$ cat config.mk
export PLATFORM = sky130hd
export DESIGN_NAME = uot_core
export DESIGN_NICKNAME = d
export VERILOG_FILES = /design/src/uot_pkg.sv /design/src/uot_core.sv
export VERILOG_INCLUDE_DIRS = /design/src
export SDC_FILE = /design/constraint.sdc
export NUM_CORES = 1
export LEC_CHECK = 0
export BUFFER_PORTS_ARGS = -buffer_cell sky130_fd_sc_hd__clkbuf_2
export CORE_MARGIN = 4
export CORE_UTILIZATION = 30
export CTS_CLUSTER_SIZE = 25
export DETAILED_ROUTE_END_ITERATION = 7
export PLACE_DENSITY_LB_ADDON = 0.2
export SYNTH_ARGS = -nofsm -noshare
export SYNTH_HDL_FRONTEND = slang
export SYNTH_SLANG_ARGS = --single-unit
$ cat constraint.sdc
create_clock -name CLK -period 3.84 [get_ports CLK]
set_input_delay 0.192 -clock CLK [delete_from_list [all_inputs] [get_ports CLK]]
set_output_delay 0.192 -clock CLK [all_outputs]
set_load 0.05 [all_outputs]
$ cat src/uot_regs.svh
// Register map, field positions, reset values and timing counts
// Assumes a 100 MHz clock and a 32-bit classic Wishbone register bus
`ifndef UOT_REGS_SVH
`define UOT_REGS_SVH

// ============================================================
// Register byte offsets
`define UOT_OFS_THRESH   8'h00
`define UOT_OFS_CFG1     8'h04
`define UOT_OFS_CFG2     8'h08
`define UOT_OFS_FLAGS    8'h0C
`define UOT_OFS_ENABLES  8'h10
`define UOT_OFS_CTRL     8'h14

// ============================================================
// Field positions
`define UOT_CFG1_EYE     7
`define UOT_CFG1_MON     6
`define UOT_CFG1_HALT    4
`define UOT_CFG2_PULLUP  4
`define UOT_CTRL_PWR     0
`define UOT_CTRL_TRDIS   1
`define UOT_CTRL_HOST    2
`define UOT_CTRL_SOF     3
`define UOT_CTRL_LSPD    4
`define UOT_FLAG_ID      7
`define UOT_FLAG_MS      6
`define UOT_FLAG_LINE    5
`define UOT_FLAG_ACT     4
`define UOT_FLAG_SESV    3
`define UOT_FLAG_BEND    2
`define UOT_FLAG_AVLD    0

// ============================================================
// Writable masks and reset values
`define UOT_MASK_CFG1    8'hD3
`define UOT_MASK_CFG2    8'h10
`define UOT_MASK_FLAGS   8'hFD
`define UOT_MASK_CTRL    8'h1F
`define UOT_RST_BYTE     8'h00
`define UOT_THRESH_BASE  10

// ============================================================
// Timing
`define UOT_CLK_PERIOD_PS 10000
`define UOT_MS_TIME_PS    1000000000
`define UOT_BYTE_TIME_PS  666667
`define UOT_BIT_TIME_PS   83334
`define UOT_MS_CYCLES   (`UOT_MS_TIME_PS / `UOT_CLK_PERIOD_PS)
`define UOT_BYTE_CYCLES ((`UOT_BYTE_TIME_PS + `UOT_CLK_PERIOD_PS - 1) / `UOT_CLK_PERIOD_PS)
`define UOT_BIT_CYCLES  ((`UOT_BIT_TIME_PS + `UOT_CLK_PERIOD_PS - 1) / `UOT_CLK_PERIOD_PS)

`endif
$ cat src/uot_pkg.sv
// Types shared by the OTG configuration block
// Assumes the register header is included alongside
package uot_pkg;

  // ============================================================
  // Ping-pong buffer layouts
  typedef enum logic [1:0] {
    UOT_PP_NONE   = 2'b00,
    UOT_PP_EP0OUT = 2'b01,
    UOT_PP_ALL    = 2'b10,
    UOT_PP_EP1_15 = 2'b11
  } uot_pp_t;

  typedef logic [7:0]  uot_byte_t;
  typedef logic [31:0] uot_word_t;
  typedef logic [7:0]  uot_addr_t;
  typedef logic [1:0]  uot_line_t;

endpackage

$ cat src/uot_core.sv
// OTG configuration registers, OTG event flags and host frame timing
// Assumes a classic Wishbone master and pins synchronous to CLK
//
// Contract
// - Threshold field holds ten plus packet bytes; host checks frame time left.
// - Eye test bit set drives the eye pattern on the lines.
// - Monitor bit set drives active-low drive enable onto monitor output.
// - Monitor bit acts only while transceiver disable is set.
// - Halt-in-idle set stops the module while processor is idle.
// - Ping-pong field selects which endpoints get even/odd descriptors.
// - VBUS pull-up follows its control bit.
// - Bits 15 to 8 of each register read zero.
// - ID level change sets the ID flag.
// - Each one millisecond timer expiry sets the timer flag.
// - Line state stable 1 ms and new sets the line flag.
// - Activity on D+, D- or VBUS sets the activity flag.
// - A-session-end crossing sets the session valid flag.
// - B-session-end crossing sets the B-device flag.
// - A-VBUS-valid crossing sets bit 0; bit 1 reads zero.
// - Threshold flags set on both rising and falling crossings.
// - Flags clear only on written one; zero leaves them.
// - Each flag has a matching enable bit.
// - Host threshold reach within frame pulses the frame flag; here it only pulses SOF_THRESH, and no flag bit is set.
// - J-state is differential zero low speed, one full speed.
// - Host with frame tokens enabled sends one every millisecond.
//
// Decided for this implementation: the Wishbone slave port and the register addresses.
`timescale 1ns/100ps
`include "uot_regs.svh"

module uot_core #(
  parameter int MS_CYCLES   = `UOT_MS_CYCLES,
  parameter int BYTE_CYCLES = `UOT_BYTE_CYCLES,
  parameter int BIT_CYCLES  = `UOT_BIT_CYCLES
) (
  input  wire logic              CLK,
  input  wire logic              RST_N,
  input  wire logic              WB_CYC_I,
  input  wire logic              WB_STB_I,
  input  wire logic              WB_WE_I,
  input  wire uot_pkg::uot_addr_t WB_ADR_I,
  input  wire logic [3:0]        WB_SEL_I,
  input  wire uot_pkg::uot_word_t WB_DAT_I,
  output      uot_pkg::uot_word_t WB_DAT_O,
  output      logic              WB_ACK_O,
  input  wire logic              CPU_IDLE,
  input  wire logic              ID_IN,
  input  wire logic              SE0_IN,
  input  wire logic              DIFF_RX_IN,
  input  wire logic              DP_IN,
  input  wire logic              DM_IN,
  input  wire logic              VA_SESS_END_IN,
  input  wire logic              VB_SESS_END_IN,
  input  wire logic              VA_VBUS_VLD_IN,
  input  wire logic [3:0]        PP_EP_IN,
  input  wire logic              PP_DIR_OUT_IN,
  output      logic              PP_PAIRED,
  output      uot_pkg::uot_pp_t  PINGPONG_MODE,
  output      logic              TX_DP,
  output      logic              TX_DM,
  output      logic              TX_OE_N,
  output      logic              DRIVE_MON_N,
  output      logic              VBUS_PULLUP,
  output      logic              MODULE_RUN,
  output      logic              SOF_TOKEN,
  output      logic              SOF_THRESH,
  output      logic              OTG_IRQ
);
  import uot_pkg::*;

  // ============================================================
  // Parameter checks
  if (MS_CYCLES < 16 || MS_CYCLES > 2**24) begin : g_ms_chk
    $error("MS_CYCLES out of range");
  end
  if (BYTE_CYCLES < 1 || BIT_CYCLES < 1) begin : g_byte_chk
    $error("BYTE_CYCLES and BIT_CYCLES must be positive");
  end
  if (MS_CYCLES <= 255 * BYTE_CYCLES) begin : g_frame_chk
    $error("Frame too short for threshold range");
  end

  localparam logic [23:0] MS_LAST = 24'(MS_CYCLES - 1);
  localparam logic [23:0] BYTE_C  = 24'(BYTE_CYCLES);
  localparam logic [7:0]  BIT_LAST = 8'(BIT_CYCLES - 1);

  // ============================================================
  // Functions
  function automatic logic pp_pair(uot_pp_t m, logic [3:0] ep, logic dout);
    case (m)
      UOT_PP_EP1_15: pp_pair = (ep != 4'h0);
      UOT_PP_ALL:    pp_pair = 1'b1;
      UOT_PP_EP0OUT: pp_pair = (ep == 4'h0) && dout;
      default:       pp_pair = 1'b0;
    endcase
  endfunction

  function automatic uot_word_t rd_byte(uot_byte_t v);
    rd_byte = {24'h00_0000, v};
  endfunction

  // ============================================================
  // Registers
  uot_byte_t  thresh_reg;
  uot_byte_t  cfg1_reg;
  uot_byte_t  cfg2_reg;
  uot_byte_t  flags_reg;
  uot_byte_t  flags_next;
  uot_byte_t  enables_reg;
  uot_byte_t  ctrl_reg;
  logic       ack_reg;
  uot_word_t  dat_reg;

  logic       req;
  logic       wr_fire;
  logic       lane0;
  uot_byte_t  wbyte;

  assign req     = WB_CYC_I && WB_STB_I;
  assign wr_fire = req && WB_WE_I && ack_reg;
  assign lane0   = WB_SEL_I[0];
  assign wbyte   = WB_DAT_I[7:0];

  // ============================================================
  // Wishbone handshake
  always_ff @(posedge CLK or negedge RST_N) begin
    if (!RST_N) begin
      ack_reg <= 1'b0;
    end else begin
      ack_reg <= req && !ack_reg;
    end
  end

  assign WB_ACK_O = ack_reg;

  // ============================================================
  // Read data
  uot_word_t rd_mux;
  always_comb begin
    if (WB_ADR_I == `UOT_OFS_THRESH) begin
      rd_mux = rd_byte(thresh_reg);
    end else if (WB_ADR_I == `UOT_OFS_CFG1) begin
      rd_mux = rd_byte(cfg1_reg);
    end else if (WB_ADR_I == `UOT_OFS_CFG2) begin
      rd_mux = rd_byte(cfg2_reg);
    end else if (WB_ADR_I == `UOT_OFS_FLAGS) begin
      rd_mux = rd_byte(flags_reg);
    end else if (WB_ADR_I == `UOT_OFS_ENABLES) begin
      rd_mux = rd_byte(enables_reg);
    end else if (WB_ADR_I == `UOT_OFS_CTRL) begin
      rd_mux = rd_byte(ctrl_reg);
    end else begin
      rd_mux = 32'h0000_0000;
    end
  end

  always_ff @(posedge CLK or negedge RST_N) begin
    if (!RST_N) begin
      dat_reg <= 32'h0000_0000;
    end else if (req && !ack_reg && !WB_WE_I) begin
      dat_reg <= rd_mux;
    end
  end

  assign WB_DAT_O = dat_reg;

  // ============================================================
  // Configuration writes
  always_ff @(posedge CLK or negedge RST_N) begin
    if (!RST_N) begin
      thresh_reg <= `UOT_RST_BYTE;
    end else if (wr_fire && lane0 && WB_ADR_I == `UOT_OFS_THRESH) begin
      thresh_reg <= wbyte;
    end
  end

  always_ff @(posedge CLK or negedge RST_N) begin
    if (!RST_N) begin
      cfg1_reg <= `UOT_RST_BYTE;
    end else if (wr_fire && lane0 && WB_ADR_I == `UOT_OFS_CFG1) begin
      cfg1_reg <= wbyte & `UOT_MASK_CFG1;
    end
  end

  always_ff @(posedge CLK or negedge RST_N) begin
    if (!RST_N) begin
      cfg2_reg <= `UOT_RST_BYTE;
    end else if (wr_fire && lane0 && WB_ADR_I == `UOT_OFS_CFG2) begin
      cfg2_reg <= wbyte & `UOT_MASK_CFG2;
    end
  end

  always_ff @(posedge CLK or negedge RST_N) begin
    if (!RST_N) begin
      enables_reg <= `UOT_RST_BYTE;
    end else if (wr_fire && lane0 && WB_ADR_I == `UOT_OFS_ENABLES) begin
      enables_reg <= wbyte & `UOT_MASK_FLAGS;
    end
  end

  always_ff @(posedge CLK or negedge RST_N) begin
    if (!RST_N) begin
      ctrl_reg <= `UOT_RST_BYTE;
    end else if (wr_fire && lane0 && WB_ADR_I == `UOT_OFS_CTRL) begin
      ctrl_reg <= wbyte & `UOT_MASK_CTRL;
    end
  end

  // ============================================================
  // Control decode
  logic run;
  logic host_sof;
  logic eye_on;

  assign run      = ctrl_reg[`UOT_CTRL_PWR] &&
                    !(cfg1_reg[`UOT_CFG1_HALT] && CPU_IDLE);
  assign host_sof = run && ctrl_reg[`UOT_CTRL_HOST] && ctrl_reg[`UOT_CTRL_SOF];
  assign eye_on   = run && cfg1_reg[`UOT_CFG1_EYE];
  assign MODULE_RUN    = run;
  assign VBUS_PULLUP   = cfg2_reg[`UOT_CFG2_PULLUP];
  assign PINGPONG_MODE = uot_pp_t'(cfg1_reg[1:0]);
  assign PP_PAIRED     = pp_pair(uot_pp_t'(cfg1_reg[1:0]), PP_EP_IN, PP_DIR_OUT_IN);

  // ============================================================
  // Millisecond and frame timer
  logic [23:0] ms_cnt;
  logic        ms_tick;
  logic [23:0] thresh_cyc;

  assign ms_tick    = run && (ms_cnt == MS_LAST);
  assign thresh_cyc = 24'(thresh_reg) * BYTE_C;

  always_ff @(posedge CLK or negedge RST_N) begin
    if (!RST_N) begin
      ms_cnt <= 24'h00_0000;
    end else if (!run) begin
      ms_cnt <= ms_cnt;
    end else if (ms_tick) begin
      ms_cnt <= 24'h00_0000;
    end else begin
      ms_cnt <= ms_cnt + 24'h00_0001;
    end
  end

  always_ff @(posedge CLK or negedge RST_N) begin
    if (!RST_N) begin
      SOF_TOKEN  <= 1'b0;
      SOF_THRESH <= 1'b0;
    end else begin
      SOF_TOKEN  <= host_sof && ms_tick;
      SOF_THRESH <= host_sof && (MS_LAST - ms_cnt == thresh_cyc);
    end
  end

  // ============================================================
  // Eye pattern generator
  logic [7:0] bit_cnt;
  logic       eye_bit;

  always_ff @(posedge CLK or negedge RST_N) begin
    if (!RST_N) begin
      bit_cnt <= 8'h00;
      eye_bit <= 1'b0;
    end else if (!eye_on) begin
      bit_cnt <= 8'h00;
      eye_bit <= 1'b0;
    end else if (bit_cnt == BIT_LAST) begin
      bit_cnt <= 8'h00;
      eye_bit <= !eye_bit;
    end else begin
      bit_cnt <= bit_cnt + 8'h01;
    end
  end

  always_ff @(posedge CLK or negedge RST_N) begin
    if (!RST_N) begin
      TX_DP   <= 1'b1;
      TX_DM   <= 1'b0;
      TX_OE_N <= 1'b1;
    end else begin
      TX_DP   <= eye_on ? eye_bit : 1'b1;
      TX_DM   <= eye_on ? !eye_bit : 1'b0;
      TX_OE_N <= !eye_on;
    end
  end

  assign DRIVE_MON_N = (cfg1_reg[`UOT_CFG1_MON] && ctrl_reg[`UOT_CTRL_TRDIS]) ?
                       TX_OE_N : 1'b1;

  // ============================================================
  // Event detection
  logic      j_now;
  uot_line_t line_now;
  uot_line_t line_prev;
  uot_line_t line_rep;
  logic [23:0] line_cnt;
  logic      line_evt;
  logic [6:0] pin_prev;
  logic [6:0] pin_now;
  logic      pins_valid;

  assign j_now    = ctrl_reg[`UOT_CTRL_LSPD] ? !DIFF_RX_IN : DIFF_RX_IN;
  assign line_now = {SE0_IN, j_now};
  assign pin_now  = {ID_IN, DP_IN, DM_IN, VA_SESS_END_IN, VB_SESS_END_IN,
                     VA_VBUS_VLD_IN, 1'b0};

  always_ff @(posedge CLK or negedge RST_N) begin
    if (!RST_N) begin
      pin_prev   <= 7'h00;
      pins_valid <= 1'b0;
    end else begin
      pin_prev   <= pin_now;
      pins_valid <= 1'b1;
    end
  end

  always_ff @(posedge CLK or negedge RST_N) begin
    if (!RST_N) begin
      line_prev <= 2'b00;
      line_rep  <= 2'b00;
      line_cnt  <= 24'h00_0000;
    end else begin
      line_prev <= line_now;
      if (line_now != line_prev || !run) begin
        line_cnt <= 24'h00_0000;
      end else if (line_cnt != MS_LAST) begin
        line_cnt <= line_cnt + 24'h00_0001;
      end
      if (line_evt) begin
        line_rep <= line_prev;
      end
    end
  end

  assign line_evt = run && line_cnt == MS_LAST - 24'h00_0001 &&
                    line_now == line_prev && line_prev != line_rep;

  // ============================================================
  // Flags
  uot_byte_t hw_set;
  uot_byte_t sw_clr;
  logic      chg_id;
  logic      chg_act;

  assign chg_id  = pins_valid && (pin_now[6] != pin_prev[6]);
  assign chg_act = pins_valid && (pin_now[5:1] != pin_prev[5:1]);

  always_comb begin
    hw_set = 8'h00;
    if (run) begin
      hw_set[`UOT_FLAG_ID]   = chg_id;
      hw_set[`UOT_FLAG_MS]   = ms_tick;
      hw_set[`UOT_FLAG_LINE] = line_evt;
      hw_set[`UOT_FLAG_ACT]  = chg_act;
      hw_set[`UOT_FLAG_SESV] = pins_valid && (pin_now[3] ^ pin_prev[3]);
      hw_set[`UOT_FLAG_BEND] = pins_valid && (pin_now[2] ^ pin_prev[2]);
      hw_set[`UOT_FLAG_AVLD] = pins_valid && (pin_now[1] ^ pin_prev[1]);
    end
  end

  assign sw_clr = (wr_fire && lane0 && WB_ADR_I == `UOT_OFS_FLAGS) ? wbyte : 8'h00;
  assign flags_next = ((flags_reg & ~sw_clr) | hw_set) & `UOT_MASK_FLAGS;

  always_ff @(posedge CLK or negedge RST_N) begin
    if (!RST_N) begin
      flags_reg <= `UOT_RST_BYTE;
    end else begin
      flags_reg <= flags_next;
    end
  end

  assign OTG_IRQ = |(flags_reg & enables_reg);
endmodule

=== After elaboration in Yosys (flattened, before gate mapping) ===
Cells that the tools add are included.
Widths: inputs -> output; s select.

* Output and inout bits: 45
* Register bits: 139

* Multipliers: 1
* Eq/ne operators: 19
* Muxes and demuxes: 21
* $add $sub $neg: 4
* Bitwise logic cells: 7
* Reductions and logical operators: 43

{| class="wikitable"
|+ Operators by type and width
! cell !! count
|-
| $mux 32 || 5
|-
| $mux 24 || 3
|-
| $add 24x1->24 const B || 2
|-
| $eq 24x17->1 const B || 2
|-
| $logic_and 1x1->1 || 30
|-
| $eq 24x15->1 || 1
|-
| $eq 8x4->1 const B || 3
|-
| $mux 8 || 3
|-
| $ne 24x17->1 const B || 1
|-
| $sub 17x24->24 const A || 1
|-
| $and 8x8->8 || 2
|-
| $eq 8x5->1 const B || 2
|-
| $mul 8x7->15 const B || 1
|-
| $add 8x1->8 const B || 1
|-
| $eq 8x3->1 const B || 1
|-
| $logic_not 8->1 || 1
|-
| $not 8->8 || 1
|-
| $or 8x8->8 || 1
|-
| $reduce_or 8->1 || 1
|-
| $logic_not 1->1 || 7
|-
| $mux 1 || 7
|-
| $mux 6 || 1
|-
| $mux 5 || 1
|-
| $ne 5x5->1 || 1
|-
| other kinds (12) || 16
|}

=== Logic depth before layout (Yosys ltp) ===
* Depth in word-level cells: 9
* Mapped depth: 11
* Depth with buffers taken out: 11

=== Worst setup path after synthesis ===
No wires, ideal clock.

* Kind: reg2reg
* Start point: reg thresh_reg[6]
* End point: reg SOF_THRESH
* Required time: 3.773 ns
* Clock period less this slack: 2.963 ns
* Stages on the path, launching flop included: 12
* Buffers on the path: 0
* Setup time: 0.067 ns
* Data arrival time: 2.896 ns
* Setup slack: 0.877 ns
* Cell sequence: dfrtp_1 -> ha_1 -> ha_1 -> ha_1 -> ha_1 -> xnor2_1 -> xnor2_1 -> or3_1 -> a22oi_2 -> o2111ai_1 -> nor4bb_1 -> o2111a_1

* Cells in the longest elaborated chain, start to end: 3

{| class="wikitable"
|+ RTL lines
! element !! RTL line !! source
|-
| start: declaration || uot_core.sv:104 || <nowiki>uot_byte_t thresh_reg;</nowiki>
|-
| start signal: assignment || uot_core.sv:171 || <nowiki>thresh_reg <= `UOT_RST_BYTE;</nowiki>
|-
| start signal: assignment || uot_core.sv:173 || <nowiki>thresh_reg <= wbyte;</nowiki>
|-
| $mul 8x7->15 || uot_core.sv:231 || <nowiki>assign thresh_cyc = 24'(thresh_reg) * BYTE_C;</nowiki>
|-
| $eq 24x15->1 || uot_core.sv:251 || <nowiki>SOF_THRESH <= host_sof && (MS_LAST - ms_cnt == thresh_cyc);</nowiki>
|-
| $logic_and 1x1->1 || uot_core.sv:251 ||
|-
| end signal: assignment || uot_core.sv:251 ||
|-
| end: declaration || uot_core.sv:66 || <nowiki>output logic SOF_THRESH,</nowiki>
|}

No other way between the ends.
A chain may end at the register's enable or synchronous reset.

=== Worst setup path after layout ===
* Start point: reg thresh_reg[1]
* End point: reg SOF_THRESH

Same word-level chain as after synthesis.

==> results_dict.tcl <==
set metrics [dict create \
    status "completed" \
    drtAntennaViolNets 0 \
    cts_buffer_depth 2 \
    dp.cells 1023 \
    path_clk_slew_ns 0.06 \
    netSwitchingPower_mw 0.772 \
    hold_path_startpoint "WB_STB_I" \
    fill_cells 2249 \
    cts_inserted_buffers 17 \
    peakVddDrop_uv 272 \
    async_reset_ff_share_pct 100 \
    std_cell_rows 54 \
    place.port_buffers 56 \
    ys_seq_elements 115 \
    finalSetupTns_ns 0 \
    finalHoldViolCount 0 \
    clk_latency_ns 0.41 \
    ys_seq_area_share_pct 42.4 \
    endpoint_kind "flop" \
    syn_inst 698 \
    start_util_pct 30.8 \
    r2r_start "thresh_reg[1]" \
    slew_headroom_pct 40.1 \
    wire_per_inst_um 14.8 \
    htree_num_levels 4 \
    period_minus_slack_ns 3.24 \
    die_h_um 158 \
    ys_warn_count 0 \
    cts-root-buf "clkbuf_16" \
    finish.net_count 868 \
    ioPinCount 108 \
    finalCritPeriodShare_pct 84.5 \
    drv_slew 0 \
    cp-start-kind "flop" \
    die-area_mm2 0.0251 \
    drv_cap 0 \
    grtUsageTotal_pct 13.0 \
    intPower_mw 2.21 \
    die_w_um 158 \
    cts_tree "done" \
    hp-class "input pin to flop" \
    multi_input_area_mm2 0.00366 \
    drive_gt1_share_pct 18.1 \
    drtPass1Iterations 4 \
    antennaDiodeCount 0 \
    hold_ws_ns 0.0278 \
    max_slew.worst_pin.slew_ns 0.899 \
    finClkSkew_ns 0.0159 \
    final_cell_count_no_fill 1063 \
    vias 5118 \
    grt_pass1_vias 4831 \
    crit_path_start "thresh_reg[1]" \
    required_ns 4.18 \
    seq_area_mm2 0.00288 \
    postCtsSetupBuffers 0 \
    power.static_leakage_nw 3.65 \
    place_congestion 0.755 \
    cellPowerDensity_mw_per_mm2 374 \
    grt_setup_unrepaired "false" \
    area_growth_pct 17.5 \
    drc_errors 0 \
    power_frac_clock_pct 50.6 \
    path_max_fanout 5 \
    reg_top3 "line_cnt (24), ms_cnt (24)" \
    comb_power_share_pct 7.6 \
    seqPwrFrac_pct 41.8 \
    cp.arrival_ns 3.59 \
    wl_um 15700 \
    drt_iter0_drc 243 \
    overflow 0 \
    cts_sinks 115 \
    synth_edf_count 0 \
    switching_share_pct 25.9 \
    max_freq_ghz 0.308 \
    synth_area_per_cell_um2 9.73 \
    syn_area_mm2 0.00679 \
    grt_pass1_wl_um 25800 \
    viasPerCell 4.81 \
    antenna_found_initial 0 \
    hpwl_um 11500 \
    setup_viol 0 \
    worstSetupPathType "flop to flop" \
    fp.coreArea_mm2 0.0220 \
    ys_types 71 \
    synth_flop_cell "dfrtp_1" \
    grt_start_max_net_pins 66 \
]
path summary, 6_finish.rpt:
kind | endpoint | slack [ns] | cells after the start
max | SOF_THRESH | 0.60 | 11
min | WB_ACK_O | 0.03 | 3
max reg2reg | SOF_THRESH | 0.60 | 11
min reg2reg | WB_ACK_O | 0.48 | 1
max in group asynchronous | cfg1_reg[7] | 2.58 | 3
min in group asynchronous | SOF_TOKEN | 0.45 | 2
synthesized netlist by cell type (2+ instances only):
library cell	count	area share, %
nand3_1	33	2.4
xor2_1	42	5.4
a22oi_1	9	1.0
nor4_1	7	0.65
and3_1	10	0.92
or3_1	9	0.83
o21ai_0	33	2.4
dfstp_2	2	0.77
and3_2	2	0.22
and4_1	6	0.77
o2111ai_1	3	0.39
nor3_1	14	1.0
nor2b_1	4	0.37
dfrtp_1	113	42
nor2_1	71	3.9
nand4_1	10	0.92
a31oi_1	6	0.55
o21ai_1	2	0.15
buf_4	26	2.9
nand2b_1	7	0.65
a211oi_1	5	0.55
inv_1	18	1.0
nand2_1	60	3.3
or2_2	2	0.18
or4_1	3	0.33
conb_1	2	0.11
xnor2_1	35	4.5
and2_1	3	0.28
mux2i_1	2	0.29
nor4b_1	3	0.39
mux2_2	32	5.3
buf_2	5	0.37
clkbuf_1	11	0.61
a21oi_1	27	2.0
a21o_1	5	0.55
a22o_1	4	0.52
o22ai_1	2	0.18
ha_1	33	6.1
a221oi_1	2	0.26
o21a_1	3	0.33
o311ai_0	2	0.26
power groups by stage:
stage                     combinational (mW)  sequential (mW)  clock, mW
after CTS                              0.231             1.25       1.55
after global placement                 0.223             1.27          0
after global routing                   0.246             1.25       1.61
after floorplan                        0.110             1.32          0
final                                  0.226             1.25       1.51
after detailed placement               0.223             1.27          0
layer usage:
| layer | global-route usage [%] | vias up | part of all wire [%] |
|---|---|---|---|
| li1 | - | 2580 | - |
| met1 | 18.8 | 2446 | 51 |
| met2 | 19.3 | 81 | 45 |
| met3 | 2.96 | 11 | 3.7 |
| met4 | 3.90 | 0 | 1.0 |
| met5 | 0 | - | 0 |
logic make-up (layout without fill, tap and decap cells):
group / Yosys count / in the layout / share of synthesized area, %
xor gates and xnor gates: 78 / 78 / 10.3
adders and majority gates: 34 / 34 / 6.38
other: 2 / 25 / 0.111
and+or+nand+nor: 253 / 253 / 18.5
AOI/OAI and AO/OA: 121 / 121 / 11.7
muxes: 34 / 34 / 5.60
buffers and inverters: 61 / 123 / 5.01
DFF: 115 / 115 / 42.4
final cells by class:
cell class                 count  share of cell area [%]
clock buffer                  20                    5.73
clock inverter                11                    1.32
inverter                      18                   0.847
multi-input combinational    545                    45.9
sequential                   115                    36.1
tap                          280                    4.39
timing repair buffer          74                    5.68
worst max-delay path, stage by stage (launching register included):
cell and delay (ns):
dfrtp_1 0.46, ha_1 0.33, ha_1 0.29, ha_1 0.27
ha_1 0.37, xnor2_1 0.16, xnor2_1 0.13, or3_1 0.33
a22oi_2 0.17, o2111ai_1 0.14, nor4bb_1 0.30, o2111a_1 0.23
layout by cell type, fill, tap and decap left out, drive strengths merged, types with 25 or more instances in the layout:
| cell | n |
|---|---|
| conb | 25 |
| ha | 33 |
| nand3 | 33 |
| nand2 | 60 |
| a21oi | 27 |
| mux2 | 32 |
| nor2 | 72 |
| o21ai | 35 |
| xnor2 | 35 |
| dfrtp | 113 |
| clkbuf | 75 |
| xor2 | 42 |
metrics by stage:
stage / setup slack, ns / area (um2) / util (%) / total power [mW]
floorplan: 0.877 / 6880 / - / 1.43
global placement: 0.602 / 7320 / 33.2 / 1.49
detailed placement: 0.598 / 7320 / 33.2 / 1.49
CTS: 0.590 / 7970 / 36.2 / 3.03
global route: 0.402 / 7970 / 36.2 / 3.10
finish: 0.595 / 7970 / 36.2 / 2.98
what timing repair did:
item | 4_1_cts | 5_1_grt
gates resized for setup | 0 | 0
hold endpoints to repair | 70 | 0
hold buffers | 9 | 0
(Power assumes the default switching activity.)
